<file path="src/rtl/ftos_pkg.sv">
// Purpose: Shared constants, types and helpers for the fan thermal
//          override and spin-up block.
// Assumes: Temperatures arrive as 9-bit two's complement whole degrees.
// Notes:   Register offsets are the byte addresses of the register port.
package ftos_pkg;

    // --------------------------------------------------------------
    // Register map
    // --------------------------------------------------------------
    localparam logic [7:0] ZONE4_ABS_OFS = 8'h3d;
    localparam logic [7:0] ZONE1_ABS_OFS = 8'h6a;
    localparam logic [7:0] ZONE2_ABS_OFS = 8'h6b;
    localparam logic [7:0] ZONE3_ABS_OFS = 8'h6c;
    localparam logic [7:0] ZONE12_HYST_OFS = 8'h6d;
    localparam logic [7:0] ZONE34_HYST_OFS = 8'h6e;
    localparam logic [7:0] SPINUP_CFG_OFS = 8'h75;

    localparam logic [7:0] ZONE123_ABS_RST = 8'h64;
    localparam logic [7:0] ZONE4_ABS_RST = 8'h00;
    localparam logic [7:0] HYST_RST = 8'h44;
    localparam logic [7:0] SPINUP_CFG_RST = 8'h00;

    // --------------------------------------------------------------
    // Field layout and codes
    // --------------------------------------------------------------
    localparam int HYST_HI_LSB = 4;
    localparam int HYST_LO_LSB = 0;
    localparam int EARLY_EXIT_LSB = 0;
    localparam int SPEED_OFF_LSB = 4;
    // Bit 3 is reserved and reads zero
    localparam logic [7:0] SPINUP_CFG_WMASK = 8'hf7;
    localparam logic [7:0] ABS_DISABLE = 8'h80;
    localparam logic [7:0] TEMP_MAX = 8'h7f;
    localparam logic [7:0] TEMP_MIN = 8'h80;
    localparam logic [7:0] DUTY_FULL = 8'hff;
    localparam logic [7:0] DUTY_OFF = 8'h00;
    localparam logic [15:0] SPIN_CNT_ZERO = 16'h0000;
    localparam logic [15:0] SPIN_CNT_ONE = 16'h0001;

    localparam int NUM_ZONES = 4;
    localparam int NUM_FANS = 3;

    // --------------------------------------------------------------
    // Types
    // --------------------------------------------------------------
    typedef logic [8:0] ftos_rawtemp_type;
    typedef logic [7:0] ftos_byte_type;

    typedef enum logic [1:0] {
        SPIN_OFF = 2'b00,
        SPIN_RUN = 2'b01,
        SPIN_DONE = 2'b10
    } ftos_spin_type;

    typedef struct packed {
        logic over_abs;
        logic clear_abs;
        logic above_start;
        logic at_start;
        logic clear_start;
    } ftos_zone_flags_type;

    typedef struct packed {
        logic [15:0] count;
        logic [15:0] min_count;
    } ftos_tach_type;

    typedef struct packed {
        ftos_byte_type ramp;
        ftos_byte_type min_duty;
        ftos_byte_type max_duty;
        logic [3:0] zone_map;
        logic [15:0] spin_len;
    } ftos_fan_cfg_type;

    // --------------------------------------------------------------
    // Helpers
    // --------------------------------------------------------------
    function automatic logic signed [7:0] sat_temp(input ftos_rawtemp_type t);
        logic signed [8:0] s;
        s = $signed(t);
        if (s > $signed({1'b0, TEMP_MAX}))
            sat_temp = TEMP_MAX;
        else if (s < $signed({1'b1, TEMP_MIN}))
            sat_temp = TEMP_MIN;
        else
            sat_temp = s[7:0];
    endfunction

    function automatic logic signed [7:0] sat_sub(input ftos_byte_type lim,
                                                  input logic [3:0] hyst);
        logic signed [8:0] d;
        d = $signed({lim[7], lim}) - $signed({5'b0_0000, hyst});
        if (d < $signed({1'b1, TEMP_MIN}))
            sat_sub = TEMP_MIN;
        else
            sat_sub = d[7:0];
    endfunction

endpackage

</file>
<file path="src/rtl/ftos_top.sv">
// Purpose: Thermal override, fan-start hysteresis and spin-up end
//          logic for three duty outputs driven from four zones.
// Assumes: Ramp duty, fan-start limits, lock and zone map come from
//          neighbouring logic; tick_i paces the spin-up timer.
// Notes:   Register port is the device's internal byte register port.
module ftos_top (
    input wire logic ref_clk_i,
    input wire logic rst_b_i,
    input wire logic ce_i,
    input wire logic [7:0] reg_addr_i,
    input wire logic reg_wr_i,
    input wire ftos_pkg::ftos_byte_type reg_wdata_i,
    output ftos_pkg::ftos_byte_type reg_rdata_o,
    input wire logic cfg_lock_i,
    input wire logic auto_mode_i,
    input wire logic tick_i,
    input wire ftos_pkg::ftos_rawtemp_type [3:0] zone_temp_i,
    input wire ftos_pkg::ftos_byte_type [3:0] start_lim_i,
    input wire ftos_pkg::ftos_fan_cfg_type [2:0] fan_cfg_i,
    input wire ftos_pkg::ftos_tach_type [2:0] tach_i,
    output ftos_pkg::ftos_byte_type [2:0] duty_o,
    output logic [2:0] spinning_o,
    output logic [3:0] override_o,
    output logic [3:0] speed_off_o
);
    import ftos_pkg::*;

    // --------------------------------------------------------------
    // State
    // --------------------------------------------------------------
    typedef struct packed {
        ftos_byte_type [3:0] abs_lim;
        ftos_byte_type hyst12;
        ftos_byte_type hyst34;
        ftos_byte_type spin_cfg;
        logic [3:0] ovr;
        logic [3:0] hold;
        ftos_spin_type [2:0] spin;
        logic [2:0][15:0] spin_cnt;
        ftos_byte_type [2:0] duty;
        ftos_byte_type rdata;
    } ftos_state_type;

    ftos_state_type st_reg;
    ftos_state_type st_next;

    logic [3:0][3:0] zone_hyst;
    ftos_zone_flags_type [3:0] zflags;

    // --------------------------------------------------------------
    // Zone comparators
    // --------------------------------------------------------------
    always_comb
    begin
        zone_hyst[0] = st_reg.hyst12[HYST_HI_LSB +: 4];
        zone_hyst[1] = st_reg.hyst12[HYST_LO_LSB +: 4];
        zone_hyst[2] = st_reg.hyst34[HYST_HI_LSB +: 4];
        zone_hyst[3] = st_reg.hyst34[HYST_LO_LSB +: 4];
    end

    genvar gz;
    generate
        for (gz = 0; gz < NUM_ZONES; gz++)
        begin : g_zone
            ftos_zone_cmp u_cmp (
                .temp_i(zone_temp_i[gz]),
                .abs_lim_i(st_reg.abs_lim[gz]),
                .start_lim_i(start_lim_i[gz]),
                .hyst_i(zone_hyst[gz]),
                .flags_o(zflags[gz])
            );
        end
    endgenerate

    // --------------------------------------------------------------
    // Next state
    // --------------------------------------------------------------
    logic any_ovr;
    logic [2:0] fan_on;
    logic [2:0] fan_ramp;
    logic [2:0] fan_ovr;
    logic [2:0] fast;
    ftos_byte_type rd;
    ftos_byte_type lo;
    ftos_byte_type hi;
    ftos_byte_type dsel;

    always_comb
    begin
        st_next = st_reg;
        rd = DUTY_OFF;
        lo = DUTY_OFF;
        hi = DUTY_OFF;
        dsel = DUTY_OFF;
        fan_on = 3'b000;
        fan_ramp = 3'b000;
        fan_ovr = 3'b000;
        fast = 3'b000;

        // Configuration writes, frozen by the lock
        if (reg_wr_i && !cfg_lock_i)
        begin
            case (reg_addr_i)
                ZONE1_ABS_OFS: st_next.abs_lim[0] = reg_wdata_i;
                ZONE2_ABS_OFS: st_next.abs_lim[1] = reg_wdata_i;
                ZONE3_ABS_OFS: st_next.abs_lim[2] = reg_wdata_i;
                ZONE4_ABS_OFS: st_next.abs_lim[3] = reg_wdata_i;
                ZONE12_HYST_OFS: st_next.hyst12 = reg_wdata_i;
                ZONE34_HYST_OFS: st_next.hyst34 = reg_wdata_i;
                SPINUP_CFG_OFS:
                    st_next.spin_cfg = reg_wdata_i & SPINUP_CFG_WMASK;
                default: st_next.spin_cfg = st_reg.spin_cfg;
            endcase
        end

        // Reads return stored values, locked or not
        case (reg_addr_i)
            ZONE1_ABS_OFS: rd = st_reg.abs_lim[0];
            ZONE2_ABS_OFS: rd = st_reg.abs_lim[1];
            ZONE3_ABS_OFS: rd = st_reg.abs_lim[2];
            ZONE4_ABS_OFS: rd = st_reg.abs_lim[3];
            ZONE12_HYST_OFS: rd = st_reg.hyst12;
            ZONE34_HYST_OFS: rd = st_reg.hyst34;
            SPINUP_CFG_OFS: rd = st_reg.spin_cfg;
            default: rd = DUTY_OFF;
        endcase
        st_next.rdata = rd;

        // Per-zone override and run latches
        for (int i = 0; i < NUM_ZONES; i++)
        begin
            if (zflags[i].over_abs)
                st_next.ovr[i] = 1'b1;
            else if (zflags[i].clear_abs)
                st_next.ovr[i] = 1'b0;
            if (zflags[i].at_start)
                st_next.hold[i] = 1'b1;
            else if (zflags[i].clear_start)
                st_next.hold[i] = 1'b0;
        end
        any_ovr = auto_mode_i && (|st_reg.ovr);

        // Per-fan duty and spin-up
        for (int j = 0; j < NUM_FANS; j++)
        begin
            for (int i = 0; i < NUM_ZONES; i++)
            begin
                if (fan_cfg_i[j].zone_map[i])
                begin
                    fan_on[j] = fan_on[j] | st_reg.hold[i];
                    fan_ramp[j] = fan_ramp[j] | zflags[i].above_start;
                    fan_ovr[j] = fan_ovr[j] | st_reg.ovr[i];
                end
            end

            // Speed check is meaningful only with the input enabled
            fast[j] = st_reg.spin_cfg[EARLY_EXIT_LSB + j]
                && !st_reg.spin_cfg[SPEED_OFF_LSB + j]
                && (tach_i[j].count < tach_i[j].min_count);

            case (st_reg.spin)
                default: st_next.spin[j] = st_reg.spin[j];
            endcase

            case (st_reg.spin[j])
                SPIN_OFF:
                begin
                    if (auto_mode_i && fan_on[j])
                    begin
                        st_next.spin[j] = SPIN_RUN;
                        st_next.spin_cnt[j] = fan_cfg_i[j].spin_len;
                    end
                end
                SPIN_RUN:
                begin
                    if (!auto_mode_i || !fan_on[j])
                        st_next.spin[j] = SPIN_OFF;
                    else if (fast[j])
                        st_next.spin[j] = SPIN_DONE;
                    else if (st_reg.spin_cnt[j] == SPIN_CNT_ZERO)
                        st_next.spin[j] = SPIN_DONE;
                    else if (tick_i)
                        st_next.spin_cnt[j] =
                            st_reg.spin_cnt[j] - SPIN_CNT_ONE;
                end
                SPIN_DONE:
                begin
                    if (!auto_mode_i || !fan_on[j])
                        st_next.spin[j] = SPIN_OFF;
                end
                default: st_next.spin[j] = SPIN_OFF;
            endcase

            // Clamp ramp into the min..max window
            lo = fan_cfg_i[j].min_duty;
            hi = fan_cfg_i[j].max_duty;
            if (fan_cfg_i[j].ramp < lo)
                dsel = lo;
            else if (fan_cfg_i[j].ramp > hi)
                dsel = hi;
            else
                dsel = fan_cfg_i[j].ramp;

            if (!auto_mode_i)
                st_next.duty[j] = fan_cfg_i[j].ramp;
            else if (any_ovr)
                st_next.duty[j] = DUTY_FULL;
            else if (fan_ovr[j])
                st_next.duty[j] = DUTY_FULL;
            else if (st_reg.spin[j] == SPIN_RUN)
                st_next.duty[j] = DUTY_FULL;
            else if (fan_ramp[j])
                st_next.duty[j] = dsel;
            else if (fan_on[j])
                st_next.duty[j] = fan_cfg_i[j].min_duty;
            else
                st_next.duty[j] = DUTY_OFF;
        end
    end

    // --------------------------------------------------------------
    // State register
    // --------------------------------------------------------------
    always_ff @(posedge ref_clk_i or negedge rst_b_i)
    begin
        if (!rst_b_i)
        begin
            st_reg.abs_lim[0] <= ZONE123_ABS_RST;
            st_reg.abs_lim[1] <= ZONE123_ABS_RST;
            st_reg.abs_lim[2] <= ZONE123_ABS_RST;
            st_reg.abs_lim[3] <= ZONE4_ABS_RST;
            st_reg.hyst12 <= HYST_RST;
            st_reg.hyst34 <= HYST_RST;
            st_reg.spin_cfg <= SPINUP_CFG_RST;
            st_reg.ovr <= 4'h0;
            st_reg.hold <= 4'h0;
            st_reg.spin <= {SPIN_OFF, SPIN_OFF, SPIN_OFF};
            st_reg.spin_cnt <= '0;
            st_reg.duty <= '0;
            st_reg.rdata <= DUTY_OFF;
        end
        else if (ce_i)
        begin
            st_reg <= st_next;
        end
    end

    // --------------------------------------------------------------
    // Outputs
    // --------------------------------------------------------------
    always_comb
    begin
        reg_rdata_o = st_reg.rdata;
        duty_o = st_reg.duty;
        override_o = st_reg.ovr;
        speed_off_o = st_reg.spin_cfg[SPEED_OFF_LSB +: 4];
        for (int k = 0; k < NUM_FANS; k++)
        begin
            spinning_o[k] = (st_reg.spin[k] == SPIN_RUN);
        end
    end

endmodule

</file>
<file path="src/rtl/ftos_zone_cmp.sv">
// Purpose: Signed comparisons of one zone against its limits.
// Assumes: Absolute limit and hysteresis come from stored registers; start limit from an input.
// Notes:   Purely combinational; state lives in the top module.
module ftos_zone_cmp (
    input wire ftos_pkg::ftos_rawtemp_type temp_i,
    input wire ftos_pkg::ftos_byte_type abs_lim_i,
    input wire ftos_pkg::ftos_byte_type start_lim_i,
    input wire logic [3:0] hyst_i,
    output ftos_pkg::ftos_zone_flags_type flags_o
);
    import ftos_pkg::*;

    logic signed [7:0] t;
    logic signed [7:0] abs_thr;
    logic signed [7:0] start_thr;
    logic abs_on;

    always_comb
    begin
        t = sat_temp(temp_i);
        abs_thr = sat_sub(abs_lim_i, hyst_i);
        start_thr = sat_sub(start_lim_i, hyst_i);
        abs_on = (abs_lim_i != ABS_DISABLE);
        flags_o.over_abs = abs_on && (t > $signed(abs_lim_i));
        // Release point: dropped by at least the hysteresis
        flags_o.clear_abs = !abs_on || (t <= abs_thr);
        flags_o.above_start = t > $signed(start_lim_i);
        flags_o.at_start = t >= $signed(start_lim_i);
        // Stop point: strictly more than the hysteresis below
        flags_o.clear_start = t < start_thr;
    end

endmodule

</file>
<file path="config.mk">
export PLATFORM = sky130hd
export DESIGN_NAME = ftos_top
export DESIGN_NICKNAME = d
export VERILOG_FILES = /design/src/rtl/ftos_pkg.sv /design/src/rtl/ftos_top.sv /design/src/rtl/ftos_zone_cmp.sv
export SDC_FILE = /design/constraint.sdc
export NUM_CORES = 1
export LEC_CHECK = 0
export ABC_AREA = 0
export BUFFER_PORTS_ARGS = -buffer_cell sky130_fd_sc_hd__buf_2
export CORE_MARGIN = 10
export CORE_UTILIZATION = 55
export CTS_CLUSTER_SIZE = 28
export DETAILED_ROUTE_END_ITERATION = 12
export PLACE_DENSITY = 0.91
export SYNTH_ARGS = -nofsm -noshare
export SYNTH_HDL_FRONTEND = slang
export SYNTH_SLANG_ARGS = --single-unit
</file>
<file path="constraint.sdc">
create_clock -name ref_clk_i -period 7 [get_ports ref_clk_i]
set_clock_uncertainty 0.05 [all_clocks]
set_input_delay 0.7 -clock ref_clk_i [delete_from_list [all_inputs] [get_ports ref_clk_i]]
set_output_delay 0.7 -clock ref_clk_i [all_outputs]
set_load 0.01 [all_outputs]
</file>
# Word-level counts from Yosys, hierarchy flattened
# Cells that the tools add are included.
[classes] add_sub_neg=11 order_cmp=45 n_eq_ne=38 muxes=129 bitwise=27 n_reduce_logical=73
[ops] op="$mux 8" n=40
[ops] op="$mux 16" n=15
[ops] op="$lt 9x8->1 const B" n=12
[ops] op="$pmux 16 s2" n=3
[ops] op="$gt 8x8->1" n=11
[ops] op="$sub 8x5->9" n=8
[ops] op="$lt 8x8->1" n=7
[ops] op="$pmux 8 s7" n=1
[ops] op="$mux 1" n=52
[ops] op="$eq 8x7->1 const B" n=6
[ops] op="$logic_not 16->1" n=3
[ops] op="$lt 16x16->1" n=3
[ops] op="$sub 16x1->16 const B" n=3
[ops] op="$gt 9x8->1 const B" n=4
[ops] op="$ne 2x2->1 const B" n=18
[ops] op="$ge 8x8->1" n=4
[ops] op="$le 8x8->1" n=4
[ops] op="$ne 8x8->1 const B" n=4
[ops] op="$mux 2" n=15
[ops] op="$or 1x1->1" n=27
[ops] op="$reduce_bool 2->1" n=11
[ops] op="$reduce_and 3->1" n=7
[ops] op="$reduce_and 7->1" n=3
[ops] op="$pmux 2 s3" n=3
[ops] op="11 further kinds" n=59
[word_totals] reg_bits=149 out_inout_bits=43

# Longest topological paths before layout
[depth] ltp_word=16 mapped_depth=18 depth_no_buf=18

# By module
# From an unflattened synthesis, not the netlist that was laid out.
[hier_totals] cells_unflattened=2022 area_unflattened_um2=16762.3
[by_module_without_submodules] module="ftos_top" n_inst=1 cells_each=1226 area_per_inst_um2=11061.9 seq_area_each_um2=3744.8
[by_module_without_submodules] module="ftos_zone_cmp (g_zone[0].u_cmp ...)" n_inst=2 cells_each=203 area_per_inst_um2=1428.9 seq_area_each_um2=0.0
[by_module_without_submodules] module="ftos_zone_cmp (g_zone[3].u_cmp)" n_inst=1 cells_each=191 area_per_inst_um2=1422.6 seq_area_each_um2=0.0
[by_module_without_submodules] module="ftos_zone_cmp (g_zone[2].u_cmp)" n_inst=1 cells_each=199 area_per_inst_um2=1420.1 seq_area_each_um2=0.0

# Least setup slack after synthesis
# No wires, ideal clock.
[synth_timing] path_kind="input to register" start="in start_lim_i[9] (netlist name)" end="reg st_reg[87] (netlist name)" setup_ns=0.124 t_arrival_ns=3.298 t_required_ns=6.826 slack_ns=3.528 stages=14 path_buffers=0 path_cell_list="ha_1 nor2b_1 o21ai_0 a21boi_0 mux2_2 nand2_1 nand2_1 ha_1 a21o_1 a2111oi_0 o21ai_0 nand2_1 o21ai_0 a211o_1"
[synth_between] elab_chain_len=6
[synth_lines] item="start: declaration" line_no="ftos_top.sv:18" source="input wire ftos_pkg::ftos_byte_type [3:0] start_lim_i,"
[synth_lines] item="$sub 8x5->9" line_no="ftos_pkg.sv:93" source="d = $signed({lim[7], lim}) - $signed({5'b0_0000, hyst});"
[synth_lines] item="$lt 9x8->1" line_no="ftos_pkg.sv:94" source="if (d < $signed({1'b1, TEMP_MIN}))"
[synth_lines] item="$mux 8" line_no="ftos_pkg.sv:94"
[synth_lines] item="$lt 8x8->1" line_no="ftos_zone_cmp.sv:30" source="flags_o.clear_start = t < start_thr;"
[synth_lines] item="$reduce_bool 2->1 (no line)"
[synth_lines] item="$reduce_and 2->1 (no line)"
[synth_lines] item="end signal: assignment" line_no="ftos_top.sv:244" source="st_reg <= st_next;"
[synth_lines] item="end: declaration" line_no="ftos_top.sv:44" source="ftos_state_type st_reg;"
# Several ways; a longest one is shown, not always the timed one.
# A chain may end at the register's enable or synchronous reset.

# Final worst setup path
[layout_timing] start="reg st_reg[115] (netlist name)" end="reg st_reg (netlist bit override_o[0])"
[layout_between] elab_chain_len=7
[layout_lines] item="$sub 8x5->9 *" line_no="ftos_pkg.sv:93"
[layout_lines] item="$lt 9x8->1" line_no="ftos_pkg.sv:94"
[layout_lines] item="$mux 8 *" line_no="ftos_pkg.sv:94"
[layout_lines] item="$le 8x8->1 *" line_no="ftos_zone_cmp.sv:26" source="flags_o.clear_abs = !abs_on || (t <= abs_thr);"
[layout_lines] item="$logic_or 1x1->1 *" line_no="ftos_zone_cmp.sv:26"
[layout_lines] item="$reduce_bool 2->1 (no line) *"
[layout_lines] item="$reduce_and 2->1 (no line) *"
# Mark *: on every way between the ends. The rest lies on a longest branch, timed or not.

==> results.toml <==
[run_status]
status = "finished clean"

[critical_path]
path_cells = "inv_1 > ha_1 > nor2b_1 > o21ai_0 > nand2b_1 > a211o_1 > nor3b_1 > o21ai_1 > nand2b_1 > ha_1 > nor2b_1 > o21a_1 > o21a_1 > o211ai_1 > a211oi_1 > o31ai_1 > o31ai_1"
critPathLaunchType = "flip-flop"
arrival_ns = 4.25
crit_fanout = 7
worstSetupEndpointType = "flip-flop"
slowest_stage = "dfrtp_1"
crit_type = "reg -> reg"
critPathTopFamily = "compound AO/OA/AOI/OAI gates"
path_buf_inv = 1
slowest_delay_ns = 0.42
required_ns = 7.27

[clock_network]
numCtsBuffers = 17
tritoncts = "done"
cts_setup_buffers = 0
cts_buffer_depth = 2
htree_levels = 4
insertion_delay_ns = 0.45
cts_sinks = 149
clk_pin_slew_worst_paths_ns = 0.07
cts_resized = 0
root_buffer = "clkbuf_16"
hold_buffers = 0

[pwr]
p_sw_share_pct = 38.8
p_total_w = 0.00329
ir_drop_v = 0.000146
p_int_w = 0.00201
clkPwrFrac_pct = 28.5
switchingPower_w = 0.00128
powerDensity_nw_per_um2 = 172
p_seq_share_pct = 36.2
power_leakage_nw = 9.53
p_comb_share_pct = 35.4

[die]
start_util_pct = 56.0
dieArea_um2 = 37700
die_w_um = 194
core_um2 = 29800
rows = 63
die_height_um = 194
io_pins = 362

[drt]
drtAntennaViolNets = 0
drtPass1Iterations = 7
first_iter_violations = 1631
drc_errors = 0
num_vias = 17500
via_per_inst = 6.29
wirelength_um = 58000
wl_per_cell_um = 20.8

[sta]
final-setup-viol-count = 0
period_share_pct = 56.9
whs_ns = 0.282
fin_crit_ns = 3.98
finalMaxSlewViolations = 0
worstMarginPinSlew_ns = 1.21
finalHoldViolCount = 0
rsz0062_at_grt = "no"
timing.final.ws_setup_ns = 3.02
max_freq_mhz = 251
slew_headroom_pct = 18.9
setup-tns-final_ns = 0

[final_layout]
syn2layout_area_growth_pct = 14.6
drive_above_1_share_pct = 19.4
final_cells = 2792
layout_common_cells = "360 x buf_2, 249 x ha_1, 213 x inv_1"
fill_cells = 2542
layout_commonest_cell = "buf_2"
largest_reg_flops = 109
finalNetCount = 2953

[place]
pre_cts_ws_ns = 2.91
placedCellCount = 2748
port_buffers = 361
gp_congestion = 0.976
dp_hpwl_um = 46600

[global_routing]
grt_usage_pct = 29.2
grt_max_degree = 91
grt-ovfl-total = 0
grt_pass1_vias = 17500
grt_pass1_wl_um = 91400
antenna_found_initial = 12

[synth]
synthCells = 2091
synth_edf_count = 0
async_reset_ff_share_pct = 100
ys_seq_elements = 149
yosysWarnings = 0
synth.net_count = 2667
synth_cell_types = 94
synth.avg_cell_area_um2 = 7.98
synth_ff_type = "dfrtp_1"
ys_seq_area_share_pct = 22.4
syn_area_um2 = 16700

[flow_run]
drv_cap = 0

[hold_path]
hold_class = "in -> async"
==> cell type report <==
type | instances | area (um^2) | area share [%]
multi-input cells | 1619 | 11600 | 60.6
well taps | 390 | 488 | 2.55
diodes | 12 | 30.0 | 0.157
clock buffers | 19 | 453 | 2.37
flip-flops and latches | 149 | 3740 | 19.6
repair buffers | 371 | 1890 | 9.87
clock inverters | 13 | 120 | 0.628
inverters | 219 | 822 | 4.30
==> synth_stat cells, drive strengths merged, types with 10 or more instances <==
cell type	number	share of area (%)
o311ai	13	0.73
o211ai	24	1.1
a311oi	11	0.58
o32ai	12	0.63
inv	217	4.9
a31oi	35	1.3
nor3	45	1.4
a21o	35	1.6
dfstp	13	2.0
nand2b	38	1.4
nand2	210	4.7
xnor2	24	1.3
mux2i	17	1.0
dfrtp	136	20
buf	52	2.2
maj3	24	1.4
a211o	15	0.79
o21ai	183	5.5
o21a	21	0.94
nor3b	17	0.82
nor2	147	3.3
a222oi	14	0.84
nor2b	46	1.7
or3	24	0.90
nor4	20	0.91
and3	16	0.63
o22ai	11	0.41
nand3	47	1.4
a22oi	10	0.45
a211oi	21	0.97
a2111oi	11	0.84
clkbuf	52	1.2
nand4	35	1.3
mux2	12	0.81
a21oi	91	2.8
ha	249	19
a311o	10	0.60
==> kinds of logic (layout without fill, tap and decap cells) <==
logic type / count (synthesis) / in the layout / share of synthesized area, %
XOR/XNOR: 30 / 30 / 1.57
adder cells (fa/ha/maj): 281 / 281 / 21.1
AO/OA/AOI/OAI: 595 / 595 / 24.2
multiplexers: 29 / 29 / 1.83
AND/OR/NAND/NOR: 684 / 684 / 20.6
flip-flops: 149 / 149 / 22.4
buffers and inverters: 323 / 622 / 8.33
other: 0 / 12 / 0
==> layer usage <==
| metal | track usage (%) | vias to the layer above | part of all wire [%] |
|---|---|---|---|
| met5 | 0 | - | 0.017 |
| met4 | 12.2 | 2 | 3.9 |
| met3 | 6.09 | 183 | 8.2 |
| met2 | 49.6 | 904 | 48 |
| met1 | 35.1 | 8254 | 40 |
| li1 | - | 8205 | - |
==> worst paths after layout <==
kind,startpoint,to,slack (ns),cells past startpoint
worst min-delay path,rst_b_i,st_reg[103]$_DFFE_PN0P_,0.28,1
max in group asynchronous,rst_b_i,duty_o[5]$_DFFE_PN0P_,5.20,2
min in group ref_clk_i,reg_rdata_o[0]$_DFFE_PN0P_,reg_rdata_o[0]$_DFFE_PN0P_,0.44,1
worst min register to register,reg_rdata_o[0]$_DFFE_PN0P_,reg_rdata_o[0]$_DFFE_PN0P_,0.44,1
worst max-delay path,st_reg[115]$_DFFE_PN0P_,override_o[0]$_DFFE_PN0P_,3.02,17
worst max register to register,st_reg[115]$_DFFE_PN0P_,override_o[0]$_DFFE_PN0P_,3.02,17
==> metrics by stage <==
| step | util, % | cell area (um^2) |
|---|---|---|
| floorplan | - | 16700 |
| CTS | 64.1 | 19100 |
| finish | 64.2 | 19100 |
| global placement | 62.2 | 18500 |
| global route | 64.2 | 19100 |
| detailed placement | 62.2 | 18500 |
==> worst register-to-register path: cells and delay by family (launching register included) <==
| kind | cells | cell delay [ns] |
|---|---|---|
| AO/OA/AOI/OAI | 9 | 1.92 |
| adder cells (fa/ha/maj) | 2 | 0.58 |
| buffers and inverters | 1 | 0.21 |
| flip-flops | 1 | 0.42 |
| AND/OR/NAND/NOR | 5 | 0.69 |
==> power by group through the flow <==
stage	clock [W]	combinational, W	sequential, W
finish	0.000936	0.00116	0.00119
global placement	0	0.00109	0.00119
detailed placement	0	0.00114	0.00119
floorplan	0	0.000803	0.00113
global route	0.000971	0.00130	0.00121
CTS	0.000937	0.00115	0.00118
No activity file was read; power rests on OpenSTA's default activity.
